## src/papc_pkg.sv

```systemverilog
// constants and carrier types for the two-port negotiation and configuration block
package papc_pkg;
   localparam logic [4:0] REG_CTRL = 5'h00;
   localparam logic [4:0] REG_STAT = 5'h01;
   localparam logic [4:0] REG_ADV = 5'h04;
   localparam logic [4:0] REG_LPA = 5'h05;
   localparam int CTRL_SPEED = 13;
   localparam int CTRL_NEG_EN = 12;
   localparam int CTRL_RESTART = 9;
   localparam int CTRL_FULL = 8;
   localparam int STAT_DONE = 5;
   localparam int STAT_RFAULT = 4;
   localparam int STAT_LINK = 2;
   localparam int ADV_ACK = 14;
   localparam int ADV_RFAULT = 13;
   localparam int ADV_PAUSE = 10;
   localparam int ADV_100F = 8;
   localparam int ADV_100H = 7;
   localparam int ADV_10F = 6;
   localparam int ADV_10H = 5;
   localparam logic [15:0] STAT_FIXED = 16'hf809;
   localparam logic [15:0] ADV_RESET = 16'h05e1;
   localparam logic [15:0] CTRL_RESET = 16'h3100;
   // phy address 5'h10 serves port 0, 5'h11 port 1
   localparam logic [4:0] PHY_BASE = 5'h10;
   localparam logic [8:0] PROM_CMD = 9'h185;
   localparam int PROM_IRQ_BIT = 15;
   localparam logic [4:0] PROM_LAST = 5'h18;
   localparam logic [5:0] PRE_ONES = 6'h20;
   localparam logic [5:0] HDR_BITS = 6'h0d;
   localparam logic [5:0] RD_LAST = 6'h11;
   localparam logic [5:0] WR_LAST = 6'h11;
   localparam int CLK_PERIOD_NS = 5;
   localparam int FLP_BURST_NS = 16000000;
   localparam int FLP_BURST_CYC = FLP_BURST_NS / CLK_PERIOD_NS;
   localparam int PROM_HALF_NS = 1000;
   localparam int PROM_HALF_CYC = (PROM_HALF_NS + CLK_PERIOD_NS - 1) / CLK_PERIOD_NS;
   typedef struct packed {
      logic neg_off;
      logic half_pref;
      logic slow_pref;
      logic pause_off;
   } papc_pins_s;
   typedef struct packed {
      logic speed100;
      logic full;
      logic pause;
   } papc_mode_s;
   typedef enum logic [1:0] {
      NEG_IDLE = 2'b00,
      NEG_ABIL = 2'b01,
      NEG_ACK = 2'b10,
      NEG_DONE = 2'b11
   } papc_neg_e;
   typedef enum logic [1:0] {
      MD_PRE = 2'b00,
      MD_HDR = 2'b01,
      MD_RD = 2'b10,
      MD_WR = 2'b11
   } papc_mdio_e;
endpackage : papc_pkg

```

## src/papc_neg.sv

```systemverilog
// per-port negotiation engine exchanging ability words with the link partner
`timescale 1ns/10ps
module papc_neg #(
   parameter int BURST_CYC = papc_pkg::FLP_BURST_CYC
) (
   input wire logic clock,
   input wire logic rstn,
   input wire logic neg_en,
   input wire logic restart,
   input wire logic [15:0] adv,
   input wire logic link_ok,
   input wire logic rx_valid,
   input wire logic [15:0] rx_word,
   output logic tx_valid,
   output logic [15:0] tx_word,
   output logic [15:0] lpa,
   output logic done
);
   typedef struct packed {
      papc_pkg::papc_neg_e st;
      logic [21:0] tmr;
      logic tx_valid;
      logic [15:0] tx_word;
      logic [15:0] lpa;
      logic done;
   } papc_neg_s;
   papc_neg_s q, d;
   localparam logic [21:0] TMR_LAST = 22'(BURST_CYC - 1);

   always_comb
   begin
      d = q;
      d.tx_valid = 1'b0;
      if (q.st == papc_pkg::NEG_ABIL || q.st == papc_pkg::NEG_ACK)
      begin
         d.tmr = (q.tmr == TMR_LAST) ? 22'h000000 : q.tmr + 22'h000001;
         if (q.tmr == 22'h000000)
         begin
            d.tx_valid = 1'b1;
            d.tx_word = adv;
            d.tx_word[papc_pkg::ADV_ACK] = (q.st == papc_pkg::NEG_ACK);
         end
      end
      case (q.st)
         papc_pkg::NEG_IDLE:
         begin
            d.tmr = 22'h000000;
            if (neg_en)
               d.st = papc_pkg::NEG_ABIL;
         end
         papc_pkg::NEG_ABIL:
            if (rx_valid)
            begin
               d.lpa = rx_word;
               d.st = papc_pkg::NEG_ACK;
            end
         papc_pkg::NEG_ACK:
            if (rx_valid && rx_word[papc_pkg::ADV_ACK])
            begin
               d.lpa = rx_word;
               d.done = 1'b1;
               d.st = papc_pkg::NEG_DONE;
            end
         papc_pkg::NEG_DONE:
            // a lost link starts a fresh exchange
            if (!link_ok)
            begin
               d.done = 1'b0;
               d.tmr = 22'h000000;
               d.st = papc_pkg::NEG_ABIL;
            end
         default:
            d.st = papc_pkg::NEG_IDLE;
      endcase
      if (restart)
      begin
         d.st = papc_pkg::NEG_ABIL;
         d.tmr = 22'h000000;
         d.done = 1'b0;
      end
      if (!neg_en)
      begin
         d.st = papc_pkg::NEG_IDLE;
         d.done = 1'b0;
         // a burst due in the same cycle as the disable must not leave
         d.tx_valid = 1'b0;
      end
   end

   always_ff @(posedge clock)
   begin
      if (!rstn)
      begin
         q <= '0;
      end
      else
      begin
         q <= d;
      end
   end

   assign tx_valid = q.tx_valid;
   assign tx_word = q.tx_word;
   assign lpa = q.lpa;
   assign done = q.done;

   done_in_state_a: assert property (@(posedge clock) disable iff (!rstn)
      done |-> q.st == papc_pkg::NEG_DONE) else $error("done flag outside done state");
   neg_off_idle_a: assert property (@(posedge clock) disable iff (!rstn)
      !neg_en |=> !done && !tx_valid) else $error("negotiation ran while disabled");
   burst_adv_a: assert property (@(posedge clock) disable iff (!rstn)
      tx_valid |-> (tx_word[12:0] == $past(adv[12:0])) ##1 !tx_valid)
      else $error("burst word differs from advertisement");
endmodule : papc_neg

```

## src/papc_top.sv

```systemverilog
// two-port negotiation, configuration straps and shared management/PROM pins
`timescale 1ns/10ps
module papc_top #(
   parameter int BURST_CYC = papc_pkg::FLP_BURST_CYC
) (
   input wire logic clock,
   input wire logic rstn,
   input wire logic power_on_rc_input,
   input wire logic test_mode_strap,
   input wire logic prom_select_iface_choice_i,
   output logic prom_select_iface_choice_o,
   output logic prom_select_iface_choice_oe_n,
   input wire logic shared_serial_clock_i,
   output logic shared_serial_clock_o,
   output logic shared_serial_clock_oe_n,
   input wire logic shared_serial_data_i,
   output logic shared_serial_data_o,
   output logic shared_serial_data_oe_n,
   input wire logic prom_data_return,
   input wire papc_pkg::papc_pins_s port0_pins,
   input wire papc_pkg::papc_pins_s port1_pins,
   input wire logic auto_crossover_on,
   input wire logic port0_manual_crossover,
   input wire logic [1:0] link_ok,
   input wire logic [1:0] flp_rx_valid,
   input wire logic [15:0] flp_rx_word0,
   input wire logic [15:0] flp_rx_word1,
   output logic [1:0] flp_tx_valid,
   output logic [15:0] flp_tx_word0,
   output logic [15:0] flp_tx_word1,
   output papc_pkg::papc_mode_s port0_mode,
   output papc_pkg::papc_mode_s port1_mode,
   output logic crossover_auto,
   output logic port0_crossover_forced,
   output logic test_mode,
   output logic internal_reset_n,
   output logic interrupt_o,
   output logic interrupt_oe_n
);
   typedef struct packed {
      logic rc_meta;
      logic rst_n;
      logic rst_prev;
      logic test_mode;
      logic port_interface_choice;
      logic irq_pol;
      logic irq_pend;
      logic [1:0] done_prev;
      logic [1:0] link_prev;
      logic [1:0][15:0] ctrl;
      logic [1:0][15:0] adv;
      logic [1:0] restart;
      papc_pkg::papc_mdio_e mst;
      logic [5:0] cnt;
      logic [15:0] sh;
      logic [4:0] reg_a;
      logic port_sel;
      logic sdc_prev;
      logic prom_busy;
      logic [7:0] pdiv;
      logic [4:0] pbit;
      logic eck;
      logic ecs;
      logic edi;
      logic [2:0] oe_n;
      logic sdo;
      logic [1:0] mode_speed;
      logic [1:0] mode_full;
      logic [1:0] mode_pause;
      logic xo_auto;
      logic xo_forced;
      logic int_o;
   } papc_top_s;
   papc_top_s q, n;
   logic [1:0][15:0] lpa;
   logic [1:0] done;
   logic [1:0][15:0] lpa_tx;
   localparam logic [7:0] PDIV_LAST = 8'(papc_pkg::PROM_HALF_CYC - 1);

   // common mode from the abilities both ends share
   function automatic logic [1:0] resolve(input logic [15:0] a, input logic [15:0] b);
      logic [15:0] c;
      c = a & b;
      if (c[papc_pkg::ADV_100F])
         resolve = 2'b11;
      else if (c[papc_pkg::ADV_100H])
         resolve = 2'b10;
      else if (c[papc_pkg::ADV_10F])
         resolve = 2'b01;
      else
         resolve = 2'b00;
   endfunction : resolve

   function automatic logic [15:0] rd_reg(input logic p, input logic [4:0] a,
      input papc_top_s s, input logic [1:0][15:0] lp, input logic [1:0] dn);
      rd_reg = 16'h0000;
      case (a)
         papc_pkg::REG_CTRL: rd_reg = s.ctrl[p];
         papc_pkg::REG_STAT:
         begin
            rd_reg = papc_pkg::STAT_FIXED;
            rd_reg[papc_pkg::STAT_DONE] = dn[p];
            rd_reg[papc_pkg::STAT_RFAULT] = dn[p] & lp[p][papc_pkg::ADV_RFAULT];
            rd_reg[papc_pkg::STAT_LINK] = link_ok[p];
         end
         papc_pkg::REG_ADV: rd_reg = s.adv[p];
         papc_pkg::REG_LPA: rd_reg = lp[p];
         default: rd_reg = 16'h0000;
      endcase
   endfunction : rd_reg

   // strap-derived defaults for one port
   function automatic logic [31:0] seed(input papc_pkg::papc_pins_s pn);
      logic [15:0] c;
      logic [15:0] a;
      c = papc_pkg::CTRL_RESET;
      a = papc_pkg::ADV_RESET;
      c[papc_pkg::CTRL_NEG_EN] = !pn.neg_off;
      c[papc_pkg::CTRL_SPEED] = !pn.slow_pref;
      c[papc_pkg::CTRL_FULL] = !pn.half_pref;
      if (pn.slow_pref)
      begin
         a[papc_pkg::ADV_100F] = 1'b0;
         a[papc_pkg::ADV_100H] = 1'b0;
      end
      if (pn.half_pref)
      begin
         a[papc_pkg::ADV_100F] = 1'b0;
         a[papc_pkg::ADV_10F] = 1'b0;
      end
      a[papc_pkg::ADV_PAUSE] = !pn.pause_off;
      seed = {c, a};
   endfunction : seed

   always_comb
   begin
      logic rel;
      logic edge_r;
      logic [1:0] rs;
      logic [31:0] s0;
      logic [31:0] s1;
      rel = 1'b0;
      edge_r = 1'b0;
      rs = 2'b00;
      s0 = seed(port0_pins);
      s1 = seed(port1_pins);
      n = q;
      n.rc_meta = power_on_rc_input;
      n.rst_n = q.rc_meta;
      n.rst_prev = q.rst_n;
      n.restart = 2'b00;
      n.done_prev = done;
      n.link_prev = link_ok;
      rel = q.rst_n & !q.rst_prev;
      if (rel)
      begin
         n.test_mode = test_mode_strap;
         n.port_interface_choice = prom_select_iface_choice_i;
         n.ctrl[0] = s0[31:16];
         n.adv[0] = s0[15:0];
         n.ctrl[1] = s1[31:16];
         n.adv[1] = s1[15:0];
         n.prom_busy = prom_select_iface_choice_i;
         n.ecs = prom_select_iface_choice_i;
         n.eck = 1'b0;
         n.pdiv = 8'h00;
         n.pbit = 5'h00;
         n.edi = papc_pkg::PROM_CMD[8];
      end
      // interrupt on negotiation done or link change; set wins over the status-read clear
      if (!q.prom_busy && q.port_interface_choice == 1'b0 && q.mst == papc_pkg::MD_RD
          && q.cnt == 6'h00 && q.reg_a == papc_pkg::REG_STAT)
         n.irq_pend = 1'b0;
      if ((done & ~q.done_prev) != 2'b00 || link_ok != q.link_prev)
         n.irq_pend = q.rst_n;
      // PROM read of word 5 for the interrupt polarity
      if (q.prom_busy)
      begin
         n.pdiv = (q.pdiv == PDIV_LAST) ? 8'h00 : q.pdiv + 8'h01;
         if (q.pdiv == PDIV_LAST)
         begin
            n.eck = !q.eck;
            if (!q.eck)
            begin
               if (q.pbit == 5'h09)
                  n.irq_pol = prom_data_return;
               n.pbit = q.pbit + 5'h01;
               if (q.pbit == papc_pkg::PROM_LAST)
               begin
                  n.prom_busy = 1'b0;
                  n.ecs = 1'b0;
                  n.eck = 1'b0;
               end
            end
            else if (q.pbit < 5'h09)
               n.edi = papc_pkg::PROM_CMD[4'h8 - q.pbit[3:0]];
            else
               n.edi = 1'b0;
         end
      end
      // management frame slave, sampled on rising shared clock
      n.sdc_prev = shared_serial_clock_i;
      edge_r = shared_serial_clock_i & !q.sdc_prev & !q.port_interface_choice;
      if (edge_r)
      begin
         case (q.mst)
            papc_pkg::MD_PRE:
               if (shared_serial_data_i)
                  n.cnt = (q.cnt == papc_pkg::PRE_ONES) ? q.cnt : q.cnt + 6'h01;
               else if (q.cnt == papc_pkg::PRE_ONES)
               begin
                  n.mst = papc_pkg::MD_HDR;
                  n.cnt = 6'h00;
               end
               else
                  n.cnt = 6'h00;
            papc_pkg::MD_HDR:
            begin
               n.sh = {q.sh[14:0], shared_serial_data_i};
               n.cnt = q.cnt + 6'h01;
               if (q.cnt == papc_pkg::HDR_BITS - 6'h01)
               begin
                  n.cnt = 6'h00;
                  n.reg_a = n.sh[4:0];
                  n.port_sel = n.sh[5];
                  n.mst = papc_pkg::MD_PRE;
                  if (n.sh[12] && n.sh[9:6] == papc_pkg::PHY_BASE[4:1])
                  begin
                     if (n.sh[11:10] == 2'b10)
                     begin
                        n.mst = papc_pkg::MD_RD;
                        n.sh = rd_reg(n.sh[5], n.sh[4:0], q, lpa, done);
                     end
                     else if (n.sh[11:10] == 2'b01)
                        n.mst = papc_pkg::MD_WR;
                  end
               end
            end
            papc_pkg::MD_RD:
            begin
               n.cnt = q.cnt + 6'h01;
               n.sdo = (q.cnt == 6'h00) ? 1'b0 : q.sh[15];
               if (q.cnt != 6'h00)
                  n.sh = {q.sh[14:0], 1'b0};
               if (q.cnt == papc_pkg::RD_LAST)
               begin
                  n.mst = papc_pkg::MD_PRE;
                  n.cnt = 6'h00;
               end
            end
            papc_pkg::MD_WR:
            begin
               n.cnt = q.cnt + 6'h01;
               if (q.cnt >= 6'h02)
                  n.sh = {q.sh[14:0], shared_serial_data_i};
               if (q.cnt == papc_pkg::WR_LAST)
               begin
                  n.mst = papc_pkg::MD_PRE;
                  n.cnt = 6'h00;
                  if (q.reg_a == papc_pkg::REG_CTRL)
                  begin
                     n.ctrl[q.port_sel] = n.sh;
                     n.ctrl[q.port_sel][papc_pkg::CTRL_RESTART] = 1'b0;
                     rs[q.port_sel] = n.sh[papc_pkg::CTRL_RESTART] & n.sh[papc_pkg::CTRL_NEG_EN];
                     n.restart = rs;
                  end
                  else if (q.reg_a == papc_pkg::REG_ADV)
                     n.adv[q.port_sel] = n.sh;
               end
            end
            default: n.mst = papc_pkg::MD_PRE;
         endcase
      end
      if (q.port_interface_choice || !q.rst_n)
         n.mst = papc_pkg::MD_PRE;
      // pin enables, low while driving; all released in reset
      n.oe_n[0] = !(n.rst_n && n.port_interface_choice);
      n.oe_n[1] = !(n.rst_n && n.port_interface_choice);
      n.oe_n[2] = !(n.rst_n && (n.port_interface_choice ||
                   (n.mst == papc_pkg::MD_RD && n.cnt != 6'h00)));
      for (int p = 0; p < 2; p++)
      begin
         logic [1:0] r;
         r = resolve(q.adv[p], lpa[p]);
         if (q.ctrl[p][papc_pkg::CTRL_NEG_EN])
         begin
            n.mode_speed[p] = r[1];
            n.mode_full[p] = r[0];
            n.mode_pause[p] = r[0] & q.adv[p][papc_pkg::ADV_PAUSE]
                              & lpa[p][papc_pkg::ADV_PAUSE];
         end
         else
         begin
            n.mode_speed[p] = q.ctrl[p][papc_pkg::CTRL_SPEED];
            n.mode_full[p] = q.ctrl[p][papc_pkg::CTRL_FULL];
            n.mode_pause[p] = q.ctrl[p][papc_pkg::CTRL_FULL] & q.adv[p][papc_pkg::ADV_PAUSE];
         end
      end
      n.xo_auto = auto_crossover_on;
      n.xo_forced = !auto_crossover_on & port0_manual_crossover;
      n.int_o = n.irq_pol ? n.irq_pend : !n.irq_pend;
   end

   always_ff @(posedge clock)
   begin
      if (!rstn)
      begin
         q <= '0;
         q.oe_n <= 3'b111;
         q.int_o <= 1'b1;
         // the idle serial clock sits high; a low start value would fake a rising edge
         q.sdc_prev <= 1'b1;
      end
      else
      begin
         q <= n;
      end
   end

   for (genvar p = 0; p < 2; p++)
   begin : g_port
      papc_neg #(.BURST_CYC(BURST_CYC)) u_neg (
         .clock(clock),
         .rstn(rstn & q.rst_n),
         .neg_en(q.ctrl[p][papc_pkg::CTRL_NEG_EN]),
         .restart(q.restart[p]),
         .adv(q.adv[p]),
         .link_ok(link_ok[p]),
         .rx_valid(flp_rx_valid[p]),
         .rx_word(p == 0 ? flp_rx_word0 : flp_rx_word1),
         .tx_valid(flp_tx_valid[p]),
         .tx_word(lpa_tx[p]),
         .lpa(lpa[p]),
         .done(done[p])
      );
   end
   assign flp_tx_word0 = lpa_tx[0];
   assign flp_tx_word1 = lpa_tx[1];

   assign prom_select_iface_choice_o = q.ecs;
   assign prom_select_iface_choice_oe_n = q.oe_n[0];
   assign shared_serial_clock_o = q.eck;
   assign shared_serial_clock_oe_n = q.oe_n[1];
   assign shared_serial_data_o = q.port_interface_choice ? q.edi : q.sdo;
   assign shared_serial_data_oe_n = q.oe_n[2];
   assign port0_mode = '{q.mode_speed[0], q.mode_full[0], q.mode_pause[0]};
   assign port1_mode = '{q.mode_speed[1], q.mode_full[1], q.mode_pause[1]};
   assign crossover_auto = q.xo_auto;
   assign port0_crossover_forced = q.xo_forced;
   assign test_mode = q.test_mode;
   assign internal_reset_n = q.rst_n;
   assign interrupt_o = q.int_o;
   assign interrupt_oe_n = !q.rst_n;

   pins_float_a: assert property (@(posedge clock) disable iff (!rstn)
      !q.rst_n |-> q.oe_n == 3'b111) else $error("shared pin driven during reset");
   strap_catch_a: assert property (@(posedge clock) disable iff (!rstn)
      (q.rst_n && !q.rst_prev) |=> test_mode == $past(test_mode_strap))
      else $error("test strap not captured at reset release");
   slow_pref_a: assert property (@(posedge clock) disable iff (!rstn)
      (q.rst_n && !q.rst_prev && port1_pins.slow_pref) |=> q.adv[1][8:7] == 2'b00)
      else $error("100 Mbps advertised despite slow preference");
   forced_speed_a: assert property (@(posedge clock) disable iff (!rstn)
      (!q.ctrl[1][12] && $stable(q.ctrl[1])) |=> port1_mode.speed100 == $past(q.ctrl[1][13]))
      else $error("forced speed not applied");
   restart_pulse_a: assert property (@(posedge clock) disable iff (!rstn)
      q.restart[0] |=> !q.restart[0] && !q.ctrl[0][9]) else $error("restart not self clearing");
   xover_ignore_a: assert property (@(posedge clock) disable iff (!rstn)
      auto_crossover_on |=> !port0_crossover_forced) else $error("manual crossover used in auto");
   int_level_a: assert property (@(posedge clock) disable iff (!rstn)
      q.rst_n |-> interrupt_o == (q.irq_pol ? q.irq_pend : !q.irq_pend))
      else $error("interrupt level wrong for polarity");
endmodule : papc_top

```

## config.mk

```make
export PLATFORM = sky130hd
export DESIGN_NAME = papc_top
export DESIGN_NICKNAME = d
export VERILOG_FILES = /design/src/papc_pkg.sv /design/src/papc_neg.sv /design/src/papc_top.sv
export SDC_FILE = /design/constraint.sdc
export NUM_CORES = 1
export LEC_CHECK = 0
export ABC_AREA = 1
export BUFFER_PORTS_ARGS = -buffer_cell sky130_fd_sc_hd__buf_2
export CORE_MARGIN = 2
export CORE_UTILIZATION = 40
export CTS_CLUSTER_SIZE = 40
export DETAILED_ROUTE_END_ITERATION = 8
export SETUP_SLACK_MARGIN = 0.5
export SLEW_MARGIN = 40
export SYNTH_ARGS = -nofsm -noshare
export SYNTH_HDL_FRONTEND = slang
export SYNTH_SLANG_ARGS = --single-unit
```

## constraint.sdc

```tcl
create_clock -name clock -period 2.3 [get_ports clock]
set_input_delay 0.23 -clock clock [delete_from_list [all_inputs] [get_ports clock]]
set_output_delay 0.23 -clock clock [all_outputs]
set_load 0.01 [all_outputs]
```

==> flow_metrics.env <==
export IMPL_final_layout_size_suffix_gt1_share_pct=20.4
export IMPL_p_sw_share_pct=21.6
export IMPL_synth_common_cells="nand2_1 (425), dfxtp_1 (253), nor2_1 (196)"
export IMPL_hold_viol_final=0
export IMPL_cp_start_kind="flop"
export IMPL_max_cap_viol_count=0
export IMPL_ff_latch_area_um2=5100
export IMPL_hpwl_um=28800
export IMPL_final_min_clock_period_ns=1.82
export IMPL_gp_congestion=0.931
export IMPL_grt_pass1_wl_um=64400
export IMPL_ys_warn_count=0
export IMPL_clk_pin_slew_ns=0.06
export IMPL_p_comb_share_pct=4.0
export IMPL_num_vias=13200
export IMPL_routed_via_density=5.27
export IMPL_area_growth_pct=25.1
export IMPL_clkLatencyLatePin_ns=0.54
export IMPL_syn_nets=1970
export IMPL_core_area_um2=32400
export IMPL_cts_tree="built"
export IMPL_hold_path_startpoint="port1_pins[1]"
export IMPL_fillers=3246
export IMPL_hold_ws_ns=0.0524
export IMPL_placed_cells=2367
export IMPL_status="complete, no violations"
export IMPL_worst_setup_path_type="flop to flop"
export IMPL_num_antenna_cells=0
export IMPL_num_rows=66
export IMPL_r2r_slack_ns=0.48
export IMPL_yosysTopAreaCellShare_pct=38.8
export IMPL_synth_area_leader_cell="dfxtp_1"
export IMPL_min_path_type="primary input to flop"
export IMPL_fin_skew_ns=0.00664
export IMPL_fin_nets=2112
export IMPL_die_y_um=185
export IMPL_required_ns=2.77
export IMPL_p_seq_share_pct=44.9
export IMPL_synthFlopType="dfxtp_1"
export IMPL_synth_most_common_cell="nand2_1"
export IMPL_relSlewSlack_pct=57.9
export IMPL_ys_seq_elements=253
export IMPL_p_int_mw=7.75
export IMPL_r2r_start="q[53]$_SDFF_PN0_"
export IMPL_port_buffers=105
export IMPL_antenna_found_initial=0
export IMPL_cellLeakagePower_nw=6.39
export IMPL_clockBufferDepth=3
export IMPL_async_flop_share_pct=0
export IMPL_timing_final_crit_share_pct=79.2
export IMPL_yosys_top_cells_area="dfxtp_1 (39%), nand2_1 (12%), o21ai_0 (6.3%)"
export IMPL_grt_max_degree=64
export IMPL_start_util_pct=40.3
export IMPL_overflow=0
export IMPL_root_buffer="clkbuf_16"
export IMPL_ir_worst_vdd_v=0.000549
export IMPL_yosysUniqueCellTypes=59
export IMPL_clock_sinks=253
export IMPL_power_total_mw=9.88
export IMPL_powerDensity_nw_per_um2=605
export IMPL_die_area_um2=34100
export IMPL_drt_iter0_markers=1147
export IMPL_endpoint_kind="flop"
export IMPL_worst_pin_slew_ns=0.630
export IMPL_drtPass1Iterations=7
export IMPL_fp_dieW_um=185
export IMPL_tns_ns=0
export IMPL_grt_pass1_vias=12000
export IMPL_grt_usage_pct=23.6
export IMPL_p_clk_share_pct=51.1
export IMPL_setup_viol=0
export IMPL_seq_area_frac_synth_pct=38.8
export IMPL_crit_start="q[53]$_SDFF_PN0_"
export IMPL_synth_edf_count=0
export IMPL_wl_per_cell_um=16.7
export IMPL_crit_fanout=7
export IMPL_cts_made_buffers=29
export IMPL_drc=0
export IMPL_finalNonFillerCells=2498
export IMPL_drv_slew=0
export IMPL_h_tree_depth=1
export IMPL_p_sw_mw=2.13
export IMPL_drtAntennaViolNets=0
export IMPL_drt_total_wl_um=41600
export IMPL_max_freq_mhz=549
export IMPL_syn_inst=1893
export IMPL_synth_area_per_cell_um2=6.89
export IMPL_rsz0062_at_grt="yes"
export IMPL_netlist_area_um2=13100
export IMPL_arrival_ns=2.29
export IMPL_io_pins=106
export IMPL_multi_input_area_um2=7030
-- critical path: stages, from the launching register on --
cell and delay (ns):
dfxtp_2 0.36, buf_4 0.13, ha_1 0.15, nand3_2 0.15
inv_2 0.10, nand3_2 0.14, nor2_4 0.13, inv_2 0.10
nor2_4 0.15, buf_4 0.15, a21oi_1 0.04, a21oi_1 0.14
-- flip-flops by register name, summed over array words and instances (netlist names) --
register,count
interrupt_o,1
prom_select_iface_choice_o,1
q,121
g_port.u_neg.done,2
n,1
shared_serial_clock_oe_n,1
g_port.u_neg.lpa,32
internal_reset_n,1
g_port.u_neg.tx_valid,2
g_port.u_neg.tx_word,32
g_port.u_neg.q,48
shared_serial_data_oe_n,1
port1_mode,3
shared_serial_clock_o,1
port0_crossover_forced,1
port0_mode,3
crossover_auto,1
test_mode,1
-- metrics by stage --
step / instance area, µm² / util, % / worst slack [ns]
floorplan: 13100 / - / 0.526
global placement: 13900 / 43.0 / 0.216
detailed placement: 13900 / 43.0 / 0.221
CTS: 15700 / 48.5 / 0.488
global route: 16300 / 50.4 / 0.352
finish: 16300 / 50.4 / 0.479
-- cell usage in the layout (no fill, tap or decap), types with 7 or more instances in the layout --
cell	instances
buf_2	106
buf_12	10
inv_1	178
nor2_2	8
nor3_1	27
buf_4	68
clkinvlp_4	9
dfxtp_1	233
ha_1	16
a211oi_1	23
o21ai_1	30
a22oi_1	30
clkinv_2	9
nand4_1	25
dlygate4sd3_1	39
xor2_1	8
or2_2	12
o22ai_1	7
a21oi_1	152
dfxtp_2	14
o21ai_2	9
a22oi_2	8
nand3_1	84
o211ai_1	7
bufinv_16	7
nand2_2	12
nor2_4	20
nand3_2	16
nor2_1	184
clkbuf_16	29
o21ai_0	138
nand2_1	415
inv_2	15
-- area by class of cell --
| cell class | count | area share (%) |
|---|---|---|
| Timing Repair Buffer | 232 | 10.8 |
| Sequential cell | 253 | 31.3 |
| Inverter | 203 | 4.84 |
| Clock buffer | 35 | 4.77 |
| Clock inverter | 17 | 1.63 |
| Multi-Input combinational cell | 1312 | 43.1 |
| Timing Repair inverter | 4 | 0.184 |
| Tap cell | 442 | 3.39 |
-- cell families (layout without fill, tap and decap cells) --
family / after synthesis / count (layout) / share of synthesized area [%]
and+or+nand+nor: 836 / 836 / 27.7
AOI/OAI and AO/OA: 440 / 440 / 19.3
buffers and inverters: 328 / 491 / 11.1
DFF: 253 / 253 / 38.8
adders and majority gates: 23 / 23 / 2.21
xor gates and xnor gates: 11 / 11 / 0.738
muxes: 2 / 2 / 0.163
-- final timing paths --
check	end	cells after the start
setup / recovery	q[109]$_SDFF_PN0_	11
setup reg to reg	q[109]$_SDFF_PN0_	11
hold reg to reg	shared_serial_clock_oe_n$_SDFF_PN1_	1
hold / removal	q[87]$_SDFF_PN0_	4
-- routing by layer --
layer  routed length (µm)  track usage [%]  vias to the layer above  share of wire, %
met5                    0                0                        -                 0
met4                 1220             6.73                        0               2.9
met3                 2840             3.28                       76               6.8
met2                18800             38.2                      468                45
met1                18700             32.9                     6116                45
li1                     -                -                     6500                 -
-- repair_timing --
item	CTS	global route
pin swaps	9	20
endpoints found under the hold margin	39	0
gates cloned	5	2
endpoints found under the setup margin	132	165
buffers inserted	11	22
resized for setup	48	135
hold buffers	39	0
-- power groups by stage --
stage | registers [mW] | clock network [mW] | logic (mW)
final | 4.43 | 5.05 | 0.397
after global routing | 4.43 | 5.33 | 0.433
after CTS | 4.44 | 5.14 | 0.374
after detailed placement | 4.54 | 0 | 0.316
after global placement | 4.54 | 0 | 0.315
after floorplan | 4.52 | 0 | 0.173
Note: power is estimated with default switching activity, not from simulation.
